## src/dmpas_defs.svh

```systemverilog
// Purpose: constants shared by both ends of the debug memory port link
// Assumes: 32-bit data, one clock domain
// Notes:   definitions only
`ifndef DMPAS_DEFS_SVH
`define DMPAS_DEFS_SVH

// ----------------------------------------------------------------------
// address step modes
// ----------------------------------------------------------------------
`define DMPAS_MODE_OFF      2'h0
`define DMPAS_MODE_SINGLE   2'h1
`define DMPAS_MODE_PACKED   2'h2

// ----------------------------------------------------------------------
// access sizes
// ----------------------------------------------------------------------
`define DMPAS_SIZE_BYTE     3'h0
`define DMPAS_SIZE_HALF     3'h1
`define DMPAS_SIZE_WORD     3'h2
`define DMPAS_STEP_BYTE     12'h001
`define DMPAS_STEP_HALF     12'h002
`define DMPAS_STEP_WORD     12'h004
`define DMPAS_BEATS_ONE     3'h1
`define DMPAS_BEATS_HALF    3'h2
`define DMPAS_BEATS_BYTE    3'h4
`define DMPAS_MASK_BYTE     32'h0000_00ff
`define DMPAS_MASK_HALF     32'h0000_ffff
`define DMPAS_MASK_WORD     32'hffff_ffff

// ----------------------------------------------------------------------
// implementation options
// ----------------------------------------------------------------------
`define DMPAS_PACKED_OK     1'b1
`define DMPAS_INC_FIELD     4'h3
`define DMPAS_INC_BITS      12

// ----------------------------------------------------------------------
// register images and field positions
// ----------------------------------------------------------------------
`define DMPAS_ACCESS_SIZE_FIELD_LSB  0
`define DMPAS_CSW_MODE_LSB  4
`define DMPAS_CFG_INC_LSB   16
`define DMPAS_BD_IDX_LSB    2
`define DMPAS_DAR_IDX_LSB   2
`define DMPAS_BD_KEEP_LSB   4
`define DMPAS_DAR_KEEP_LSB  10

`endif

```

## src/dmpas_pkg.sv

```systemverilog
// Purpose: types shared by both ends
// Assumes: nothing
// Notes:   constants live in dmpas_defs.svh
package dmpas_pkg;

    // which port register a request targets
    typedef enum logic [2:0] {
        KIND_TAR,
        KIND_CSW,
        KIND_CFG,
        KIND_DRW,
        KIND_BD,
        KIND_DAR
    } dmpas_kind_e;

endpackage : dmpas_pkg

```

## src/dmpas_if.sv

```systemverilog
// Purpose: link between the debug front port and the access port unit
// Assumes: one clock, all signals registered by their driver
// Notes:   no clocking block
`timescale 1ns/1ps
interface dmpas_if;
    import dmpas_pkg::*;

    logic               req_valid;
    logic               req_write;
    dmpas_kind_e        req_kind;
    logic [7:0]         req_index;
    logic [31:0]        req_wdata;
    logic               abort;
    logic               ap_ready;
    logic               rsp_valid;
    logic               rsp_err;
    logic [31:0]        rsp_rdata;

    modport front_end (
        output req_valid,
        output req_write,
        output req_kind,
        output req_index,
        output req_wdata,
        output abort,
        input  ap_ready,
        input  rsp_valid,
        input  rsp_err,
        input  rsp_rdata
    );

    modport access_end (
        input  req_valid,
        input  req_write,
        input  req_kind,
        input  req_index,
        input  req_wdata,
        input  abort,
        output ap_ready,
        output rsp_valid,
        output rsp_err,
        output rsp_rdata
    );

endinterface : dmpas_if

```

## src/dmpas_access_port.sv

```systemverilog
// Purpose: access port unit: transfer address, auto-increment, stalling
// Assumes: memory side holds nothing; mem_ack marks accept and completion
// Notes:   one request in flight; ready drops while a transfer is pending
//
// Behaviour
// - transfer address drives data/banked/direct accesses
// - advance only after successful data access
// - banked and direct accesses never advance address
// - step mode: off, single, packed, reserved
// - without packed support, packed reads as off
// - off mode leaves address unchanged
// - single mode adds access byte size
// - word-only port adds four
// - packed mode merges sub-word beats into word
// - packed sub-word issues several beats, advancing each
// - packed halfword: two beats, step two
// - packed byte: four beats, step one
// - incrementer covers at least ten bits
// - width field one means ten-bit wrap
// - larger field gives 9+field bit wrap
// - debugger keeps sequential accesses inside segment
// - memory accesses stall without cycle bound
// - pending transfer held until target accepts
// - ready shown whenever a new request fits
// - request refused while not ready is unseen
// - debugger retries after wait until ok
// - ready returns after stalled transfer completes
//
// Strobed register access and the register addresses were left to the implementer.
`timescale 1ns/1ps
`include "dmpas_defs.svh"
module dmpas_access_port
    import dmpas_pkg::*;
(
    input  wire logic        clk,
    input  wire logic        srst,
    input  wire logic        ce,
    dmpas_if.access_end      link,
    output logic             mem_req_ff,
    output logic             mem_write_ff,
    output logic [31:0]      mem_addr_ff,
    output logic [31:0]      mem_wdata_ff,
    output logic [2:0]       mem_size_ff,
    input  wire logic        mem_ack,
    input  wire logic        mem_err,
    input  wire logic [31:0] mem_rdata
);

    // ------------------------------------------------------------------
    // state and storage
    // ------------------------------------------------------------------
    typedef enum {
        ST_IDLE,
        ST_XFER
    } dmpas_state_e;

    dmpas_state_e  state_ff;
    dmpas_state_e  nxt_state;
    logic [31:0]   tar_ff;
    logic [1:0]    mode_ff;
    logic [2:0]    size_ff;
    dmpas_kind_e   kind_ff;
    logic          write_ff;
    logic [2:0]    beats_ff;
    logic [31:0]   acc_ff;
    logic [11:0]   step;
    logic [2:0]    beats;
    logic [31:0]   lane_mask;
    logic [31:0]   merged;
    logic [31:0]   tar_next;
    logic [31:0]   start_addr;
    logic [1:0]    csw_mode_in;
    logic          take;
    logic          take_mem;
    logic          beat_ok;
    logic          beat_bad;
    logic          last_beat;
    logic          incr_on;
    logic          packed_on;

    // ------------------------------------------------------------------
    // decode
    // ------------------------------------------------------------------
    always_comb begin
        case (size_ff)
            `DMPAS_SIZE_BYTE: step = `DMPAS_STEP_BYTE;
            `DMPAS_SIZE_HALF: step = `DMPAS_STEP_HALF;
            default:          step = `DMPAS_STEP_WORD;
        endcase
    end

    // packed splits every size other than word into beats
    assign packed_on = (mode_ff == `DMPAS_MODE_PACKED) && (size_ff != `DMPAS_SIZE_WORD);

    always_comb begin
        if (!packed_on) begin
            beats = `DMPAS_BEATS_ONE;
        end else if (size_ff == `DMPAS_SIZE_BYTE) begin
            beats = `DMPAS_BEATS_BYTE;
        end else begin
            beats = `DMPAS_BEATS_HALF;
        end
    end

    // reserved and off modes never step; banked and direct never step
    assign incr_on = (kind_ff == KIND_DRW)
                  && ((mode_ff == `DMPAS_MODE_SINGLE)
                   || (mode_ff == `DMPAS_MODE_PACKED));

    // low incrementer bits wrap inside their segment, upper bits hold
    assign tar_next = {tar_ff[31:`DMPAS_INC_BITS],
                       tar_ff[`DMPAS_INC_BITS-1:0] + step};

    always_comb begin
        case (link.req_kind)
            KIND_BD:  start_addr = {tar_ff[31:`DMPAS_BD_KEEP_LSB],
                                    link.req_index[1:0], 2'h0};
            KIND_DAR: start_addr = {tar_ff[31:`DMPAS_DAR_KEEP_LSB],
                                    link.req_index, 2'h0};
            default:  start_addr = tar_ff;
        endcase
    end

    always_comb begin
        case (size_ff)
            `DMPAS_SIZE_BYTE: lane_mask = `DMPAS_MASK_BYTE << {mem_addr_ff[1:0], 3'h0};
            `DMPAS_SIZE_HALF: lane_mask = `DMPAS_MASK_HALF << {mem_addr_ff[1], 4'h0};
            default:          lane_mask = `DMPAS_MASK_WORD;
        endcase
    end

    assign merged = acc_ff | (mem_rdata & lane_mask);

    // handshake events
    assign take      = (state_ff == ST_IDLE) && link.req_valid;
    assign take_mem  = take && (link.req_kind == KIND_DRW || link.req_kind == KIND_BD
                             || link.req_kind == KIND_DAR);
    assign beat_bad  = (state_ff == ST_XFER) && (link.abort || (mem_ack && mem_err));
    assign beat_ok   = (state_ff == ST_XFER) && !link.abort && mem_ack && !mem_err;
    assign last_beat = (beats_ff == `DMPAS_BEATS_ONE);

    assign csw_mode_in = link.req_wdata[`DMPAS_CSW_MODE_LSB +: 2];

    // ------------------------------------------------------------------
    // transfer sequencer
    // ------------------------------------------------------------------
    always_comb begin
        nxt_state = state_ff;
        case (state_ff)
            ST_IDLE: begin
                if (take_mem) begin
                    nxt_state = ST_XFER;
                end
            end
            ST_XFER: begin
                // no bound on the wait for mem_ack
                if (beat_bad || (beat_ok && last_beat)) begin
                    nxt_state = ST_IDLE;
                end
            end
            default: nxt_state = ST_IDLE;
        endcase
    end

    always_ff @(posedge clk) begin
        if (srst) begin
            state_ff <= ST_IDLE;
            link.ap_ready <= 1'b0;
        end else if (ce) begin
            state_ff <= nxt_state;
            link.ap_ready <= (nxt_state == ST_IDLE);
        end
    end

    always_ff @(posedge clk) begin
        if (srst) begin
            kind_ff  <= KIND_TAR;
            write_ff <= 1'b0;
            beats_ff <= `DMPAS_BEATS_ONE;
            acc_ff   <= 32'h0;
        end else if (ce) begin
            if (take_mem) begin
                kind_ff  <= link.req_kind;
                write_ff <= link.req_write;
                beats_ff <= (link.req_kind == KIND_DRW) ? beats : `DMPAS_BEATS_ONE;
                acc_ff   <= 32'h0;
            end else if (beat_ok) begin
                beats_ff <= beats_ff - `DMPAS_BEATS_ONE;
                acc_ff   <= merged;
            end
        end
    end

    // ------------------------------------------------------------------
    // transfer address and control
    // ------------------------------------------------------------------
    always_ff @(posedge clk) begin
        if (srst) begin
            tar_ff <= 32'h0;
        end else if (ce) begin
            if (take && link.req_write && link.req_kind == KIND_TAR) begin
                tar_ff <= link.req_wdata;
            end else if (beat_ok && incr_on) begin
                tar_ff <= tar_next;
            end
        end
    end

    always_ff @(posedge clk) begin
        if (srst) begin
            mode_ff <= `DMPAS_MODE_OFF;
            size_ff <= `DMPAS_SIZE_WORD;
        end else if (ce) begin
            if (take && link.req_write && link.req_kind == KIND_CSW) begin
                size_ff <= link.req_wdata[`DMPAS_ACCESS_SIZE_FIELD_LSB +: 3];
                if (csw_mode_in == `DMPAS_MODE_PACKED && !`DMPAS_PACKED_OK) begin
                    mode_ff <= `DMPAS_MODE_OFF;
                end else begin
                    mode_ff <= csw_mode_in;
                end
            end
        end
    end

    // ------------------------------------------------------------------
    // memory side
    // ------------------------------------------------------------------
    always_ff @(posedge clk) begin
        if (srst) begin
            mem_req_ff   <= 1'b0;
            mem_write_ff <= 1'b0;
            mem_addr_ff  <= 32'h0;
            mem_wdata_ff <= 32'h0;
            mem_size_ff  <= `DMPAS_SIZE_WORD;
        end else if (ce) begin
            if (take_mem) begin
                mem_req_ff   <= 1'b1;
                mem_write_ff <= link.req_write;
                mem_addr_ff  <= start_addr;
                mem_wdata_ff <= link.req_wdata;
                mem_size_ff  <= size_ff;
            end else if (beat_bad || (beat_ok && last_beat)) begin
                mem_req_ff <= 1'b0;
            end else if (beat_ok) begin
                mem_addr_ff <= tar_next;
            end
            // otherwise the request stands until the target takes it
        end
    end

    // ------------------------------------------------------------------
    // responses
    // ------------------------------------------------------------------
    always_ff @(posedge clk) begin
        if (srst) begin
            link.rsp_valid <= 1'b0;
            link.rsp_err   <= 1'b0;
            link.rsp_rdata <= 32'h0;
        end else if (ce) begin
            link.rsp_valid <= 1'b0;
            link.rsp_err   <= 1'b0;
            if (take && !take_mem) begin
                link.rsp_valid <= 1'b1;
                link.rsp_rdata <= 32'h0;
                if (!link.req_write) begin
                    case (link.req_kind)
                        KIND_TAR: link.rsp_rdata <= tar_ff;
                        KIND_CSW: begin
                            link.rsp_rdata[`DMPAS_ACCESS_SIZE_FIELD_LSB +: 3] <= size_ff;
                            link.rsp_rdata[`DMPAS_CSW_MODE_LSB +: 2] <= mode_ff;
                        end
                        default:  link.rsp_rdata[`DMPAS_CFG_INC_LSB +: 4] <= `DMPAS_INC_FIELD;
                    endcase
                end
            end else if (beat_bad) begin
                link.rsp_valid <= 1'b1;
                link.rsp_err   <= 1'b1;
                link.rsp_rdata <= 32'h0;
            end else if (beat_ok && last_beat) begin
                link.rsp_valid <= 1'b1;
                link.rsp_rdata <= write_ff ? 32'h0 : merged;
            end
        end
    end

endmodule : dmpas_access_port

```

## src/flat_wrapper.sv

```systemverilog
// flat-port wrapper written by rule: the top's interface ports become plain ports
module dmpas_access_port_flat import dmpas_pkg::*;
  (clk, srst, ce, mem_req_ff, mem_write_ff, mem_addr_ff, mem_wdata_ff, mem_size_ff, mem_ack, mem_err, mem_rdata, link_req_valid, link_req_write, link_req_kind, link_req_index, link_req_wdata, link_abort, link_ap_ready, link_rsp_valid, link_rsp_err, link_rsp_rdata);
  dmpas_if link_i ();
  input  wire logic clk;
  input  wire logic srst;
  input  wire logic ce;
  output logic mem_req_ff;
  output logic mem_write_ff;
  output logic [31:0] mem_addr_ff;
  output logic [31:0] mem_wdata_ff;
  output logic [2:0] mem_size_ff;
  input  wire logic mem_ack;
  input  wire logic mem_err;
  input  wire logic [31:0] mem_rdata;
  input wire logic [$bits(link_i.req_valid)-1:0] link_req_valid;
  input wire logic [$bits(link_i.req_write)-1:0] link_req_write;
  input wire logic [$bits(link_i.req_kind)-1:0] link_req_kind;
  input wire logic [$bits(link_i.req_index)-1:0] link_req_index;
  input wire logic [$bits(link_i.req_wdata)-1:0] link_req_wdata;
  input wire logic [$bits(link_i.abort)-1:0] link_abort;
  output wire logic [$bits(link_i.ap_ready)-1:0] link_ap_ready;
  output wire logic [$bits(link_i.rsp_valid)-1:0] link_rsp_valid;
  output wire logic [$bits(link_i.rsp_err)-1:0] link_rsp_err;
  output wire logic [$bits(link_i.rsp_rdata)-1:0] link_rsp_rdata;
  assign link_i.req_valid = link_req_valid;
  assign link_i.req_write = link_req_write;
  assign link_i.req_kind = link_req_kind;
  assign link_i.req_index = link_req_index;
  assign link_i.req_wdata = link_req_wdata;
  assign link_i.abort = link_abort;
  assign link_ap_ready = link_i.ap_ready;
  assign link_rsp_valid = link_i.rsp_valid;
  assign link_rsp_err = link_i.rsp_err;
  assign link_rsp_rdata = link_i.rsp_rdata;
  dmpas_access_port u_core (.clk(clk), .srst(srst), .ce(ce), .link(link_i), .mem_req_ff(mem_req_ff), .mem_write_ff(mem_write_ff), .mem_addr_ff(mem_addr_ff), .mem_wdata_ff(mem_wdata_ff), .mem_size_ff(mem_size_ff), .mem_ack(mem_ack), .mem_err(mem_err), .mem_rdata(mem_rdata));
endmodule
```

## config.mk

```make
export PLATFORM = sky130hd
export DESIGN_NAME = dmpas_access_port_flat
export DESIGN_NICKNAME = d
export VERILOG_FILES = /design/src/dmpas_pkg.sv /design/src/dmpas_if.sv /design/src/dmpas_access_port.sv /design/src/flat_wrapper.sv
export VERILOG_INCLUDE_DIRS = /design/src /design/src/src
export SDC_FILE = /design/constraint.sdc
export NUM_CORES = 1
export LEC_CHECK = 0
export ABC_AREA = 1
export ABC_CLOCK_PERIOD_IN_PS = 2530
export BUFFER_PORTS_ARGS = -buffer_cell sky130_fd_sc_hd__buf_2
export CAP_MARGIN = 10
export CORE_MARGIN = 2
export CORE_UTILIZATION = 25
export CTS_CLUSTER_SIZE = 24
export DETAILED_ROUTE_END_ITERATION = 12
export PLACE_DENSITY = 0.4
export SLEW_MARGIN = 30
export SYNTH_ARGS = -nofsm -noshare
export SYNTH_HDL_FRONTEND = slang
export SYNTH_SLANG_ARGS = --single-unit
export TNS_END_PERCENT = 30
```

## constraint.sdc

```tcl
create_clock -name clk -period 2.53 [get_ports clk]
set_input_delay 0.253 -clock clk [delete_from_list [all_inputs] [get_ports clk]]
set_output_delay 0.253 -clock clk [all_outputs]
set_load 0.05 [all_outputs]
```

==> implementation parameters <==
Parameter                              Value

STA
  Fmax ... roughly 430 MHz
  Number of setup violations in the final report ... 0
  Min cycle time layout ... 2.35 ns
  Count of final max-slew check failures ... 0
  Portion of the clock cycle consumed by the worst path in the final layout ... 0.927
  Transition time at the pin with the least slew margin ... approximately 0.63 ns
  Worst Slack Setup Final ... roughly 0.18 ns
  Clk_skew ... between 0.01 and 0.015 ns
  Worst-case headroom to the max-slew limit ... 0.580
  Final hold violation count ... 0

GRT
  Vias in the first global route ... 9583
  Initial antenna violation count ... 3
  Wire length of the first global-routing pass ... 56.2 mm
  GR Util All Layers ... 0.171
  Pin count of the biggest net entering global routing ... a little over 80
  Total grt overflow ... 0

Place
  Number of I/O port buffers ... around 190
  Routability-driven placement congestion ratio ... 0.826
  Post-placement setup slack ... 0.159 ns
  Post-placement cell count ... roughly 2.2k
  Half-perimeter wire length after detailed placement ... roughly 26 mm

Worst setup path
  Top delay family on crit path ... simple AND/OR/NAND/NOR gates
  Worst Path Buf+Inv ... 2
  Required time at the worst-slack endpoint ... about 3 ns
  Terminus of the critical flop-to-flop path ... u_core.tar_ff[8]
  Worst Setup EP ... u_core.tar_ff[8]
  Crit. path cell count ... 14
  Worst setup path category ... reg2reg
  Slowest stage cell, crit path ... sky130_fd_sc_hd__fa_1
  Cells traversed along the worst timing path ... nor3_2 > ha_1 > inv_1 > fa_1 > inv_1 > nand2_1 > nand2_1 > nand3_1 > nor2_1 > xor2_1 > nand2_1 > nand2_1 > nor2_1 > nor2_1
  Highest fanout seen on the critical path ... 3
  Worst path arrival time ... 2.82 ns
  Worst Setup Start Kind ... flop
  CP Launch Point ... u_core.size_ff[2]
  Startpoint of the worst register-to-register path ... u_core.size_ff[2]
  Slack of the worst reg-to-reg path ... between 0.15 and 0.2 ns
  Most frequent cell on the critical path ... sky130_fd_sc_hd__nand2_1
  Worst reg-to-reg path cell count ... 14
  Largest stage delay, worst path ... between 0.4 and 0.5 ns
  Category of the worst setup path capture point ... flop

Die
  Die X ... between 200 and 250 microns
  Standard-cell rows ... between 70 and 80
  Total I/O pin count ... roughly 190
  Die H ... a little over 200 microns
  Floorplan Core Area ... approximately 40000 sq um
  Initial standard-cell utilization of the core ... 0.254
  Die area ... 42200 sq um

Cells and area
  Share of post-route cells with drive strength above 1 ... 0.164
  Final nets ... approximately 1.8k
  Synth-to-layout area growth ... 26.8%
  Final non-filler cell total ... between 2k and 2.5k

Clocking
  Clock network latency to the later pin of the worst-skew pair ... between 0.5 and 0.6 ns
  CTS root buf ... sky130_fd_sc_hd__clkbuf_16
  Clock Sinks ... around 210
  TritonCTS clock tree ... built
  Max H-tree Level ... 1
  Number of buffers inserted to repair setup after CTS ... 0
  Clock slew at the register clock pins of the worst setup and hold paths ... ~0.060 ns
  Number of buffers created by CTS ... 27
  Deepest clock path buffer count ... 3

Power
  Worst supply voltage drop on vdd ... about 450 uV
  Static Leakage ... ~0.0063 uW
  Power density over cell area ... about 680 nW/um^2

Drt
  DRT antenna net count ... 0
  Final wirelength ... roughly 36 mm
  Number of violations reported at the end of detailed-routing iteration 0 ... 520
  Vias ... around 10k
  Number of iterations in the first detailed-routing pass ... 5
  Average routed wire per standard cell ... approximately 16 microns
  Count of unresolved DRC violations after routing ... 0
  Detailed-route vias per instance ... roughly 4.4

Yosys
  Register area share after synthesis ... 0.416
  Multiplexer share of the synthesized area ... 0
  Post-Syn Nets ... ~1.7k
  Post-synth design cell area ... approximately 10000 sq um
  Complex-gate fraction of the synthesized area ... 0.0924
  Most instantiated flip-flop cell in the synthesis netlist ... sky130_fd_sc_hd__dfxtp_1
  Synth cell count leaders ... 497 x sky130_fd_sc_hd__nand2_1, 245 x sky130_fd_sc_hd__nor2_1, 211 x sky130_fd_sc_hd__dfxtp_1
  Cell type contributing the most total cell area after synthesis ... sky130_fd_sc_hd__dfxtp_1
  Number of enable flip-flop cells after synthesis ... 0
  Area fraction in and, or, nand and nor cells after synthesis ... 0.375
  Synthesis Warnings ... 0
  Top cell type's share of synthesized area ... 0.416
  Share of synthesized cell area in full adder, half adder and majority cells ... 0.00937
  Largest family of logic cells by synthesized area ... simple AND/OR/NAND/NOR gates
  Synthesis-stage register bit count ... 211
  Async set-reset flop share out of synthesis ... 0
  Main area contributors after synthesis ... sky130_fd_sc_hd__dfxtp_1 42%, sky130_fd_sc_hd__nand2_1 18%, sky130_fd_sc_hd__nor2_1 9.1%
  Synth Instances ... between 1.5k and 2k
  Library cells used by synthesis ... 34
  Cell with the most instances after synthesis ... sky130_fd_sc_hd__nand2_1
  Average size of a mapped cell ... approximately 6.5 sq um
  Xor/xnor cell area share of the yosys netlist ... 0.00949

Outcome
  Run status ... finished clean

Min path
  Hold Path Class ... in2reg

Flow run
  Max-cap violations ... 0
==> where the power goes <==
group | leakage [uW] | switching (uW) | total, uW | internal (uW)
Combinational | 0.00412 | 898 | 1270 | 375
Sequential | 0.00171 | 64.2 | 3490 | 3430
Clock | 0.000455 | 1540 | 3960 | 2420
Total | 0.00628 | 2500 | 8720 | 6220
==> per-stage QoR <==
step	hold WS [ns]	instance area, sq um	TNS, ns	total power, uW	util
2_1_floorplan	0.379	10200	0	4410	-
3_3_place_gp	0.427	11600	0	4810	0.291
3_5_place_dp	0.429	11600	0	4810	0.291
4_1_cts	0.00212	12900	0	8880	0.322
5_1_grt	0.0137	12900	-0.00963	9150	0.322
6_report	0.0268	12900	0	8720	0.322
==> worst reg2reg max path: cells and delay by family, from the launching register on <==
family        cells  cell delay (ns)
xor+xnor          1             0.20
fa+ha+maj         2             0.64
buf+inv           2             0.15
flops             1             0.33
simple gates      9             0.94
==> sequential cells by signal (all words and copies together) (netlist names), 2 cells and up <==
name                   flops
u_core.acc_ff             32
u_core.beats_ff            3
u_core.kind_ff             3
u_core.link.rsp_rdata     32
u_core.mem_addr_ff        32
u_core.mem_size_ff         3
u_core.mem_wdata_ff       32
u_core.mode_ff             2
u_core.size_ff             3
u_core.state_ff           32
u_core.tar_ff             32
==> kinds of logic (layout without fill, tap and decap cells) <==
kind of cell | count (synthesis) | count (layout)
AO/OA/AOI/OAI | 177 | 177
XOR/XNOR | 11 | 11
adder cells (fa/ha/maj) | 7 | 7
buffers and inverters | 244 | 448
flip-flops | 211 | 211
other | 0 | 3
AND/OR/NAND/NOR | 918 | 918
==> how the worst min path moves through the flow <==
stage	slack, ns	cells after the start	to	startpoint
after floorplan	0.38	2	u_core.size_ff[1]	link_req_wdata[1]
final	0.03	3	u_core.mem_wdata_ff[2]	link_req_wdata[2]
after detailed placement	0.43	2	u_core.state_ff[20]	u_core.state_ff[20]
after global placement	0.43	2	u_core.state_ff[12]	u_core.state_ff[12]
after CTS	0.002	3	u_core.mem_wdata_ff[2]	link_req_wdata[2]
after global routing	0.01	3	u_core.mem_wdata_ff[2]	link_req_wdata[2]
==> timing repair <==
item / in CTS / in global routing
endpoints found under the hold margin: 51 / 0
gates resized for setup: 0 / 3
hold buffers: 32 / 0
endpoints found under the setup margin: 0 / 3
==> final cells by class <==
type                            instances  area (sq um)
Clock inverter                          9           105
Clock buffer                           40           815
Antenna cell                            3          7.51
Multi-Input combinational cell       1113          4940
Fill cell                            4410         27000
Tap cell                              525           657
Sequential cell                       211          4220
Inverter                              152           573
Timing Repair Buffer                  247          1540
==> cells in the final DEF (no fill, tap or decap), types with 23 or more instances in the layout <==
cell,netlist,final
sky130_fd_sc_hd__nor2_1,245,243
sky130_fd_sc_hd__clkinv_1,23,23
sky130_fd_sc_hd__nand2_1,497,496
sky130_fd_sc_hd__buf_2,31,186
sky130_fd_sc_hd__buf_4,7,23
sky130_fd_sc_hd__dlygate4sd3_1,0,32
sky130_fd_sc_hd__nand3_1,119,119
sky130_fd_sc_hd__dfxtp_1,211,211
sky130_fd_sc_hd__o21ai_0,40,40
sky130_fd_sc_hd__clkbuf_16,0,27
sky130_fd_sc_hd__a21oi_1,106,106
sky130_fd_sc_hd__inv_1,124,123
==> routing by layer <==
metal | routed length [microns] | global-route usage | vias up
li1 | - | - | 5257
met1 | 18600 | 0.253 | 4553
met2 | 15400 | 0.258 | 194
met3 | 1720 | 0.0276 | 39
met4 | 738 | 0.0424 | 0
met5 | 0 | 0 | -
(Power assumes the default switching activity.)
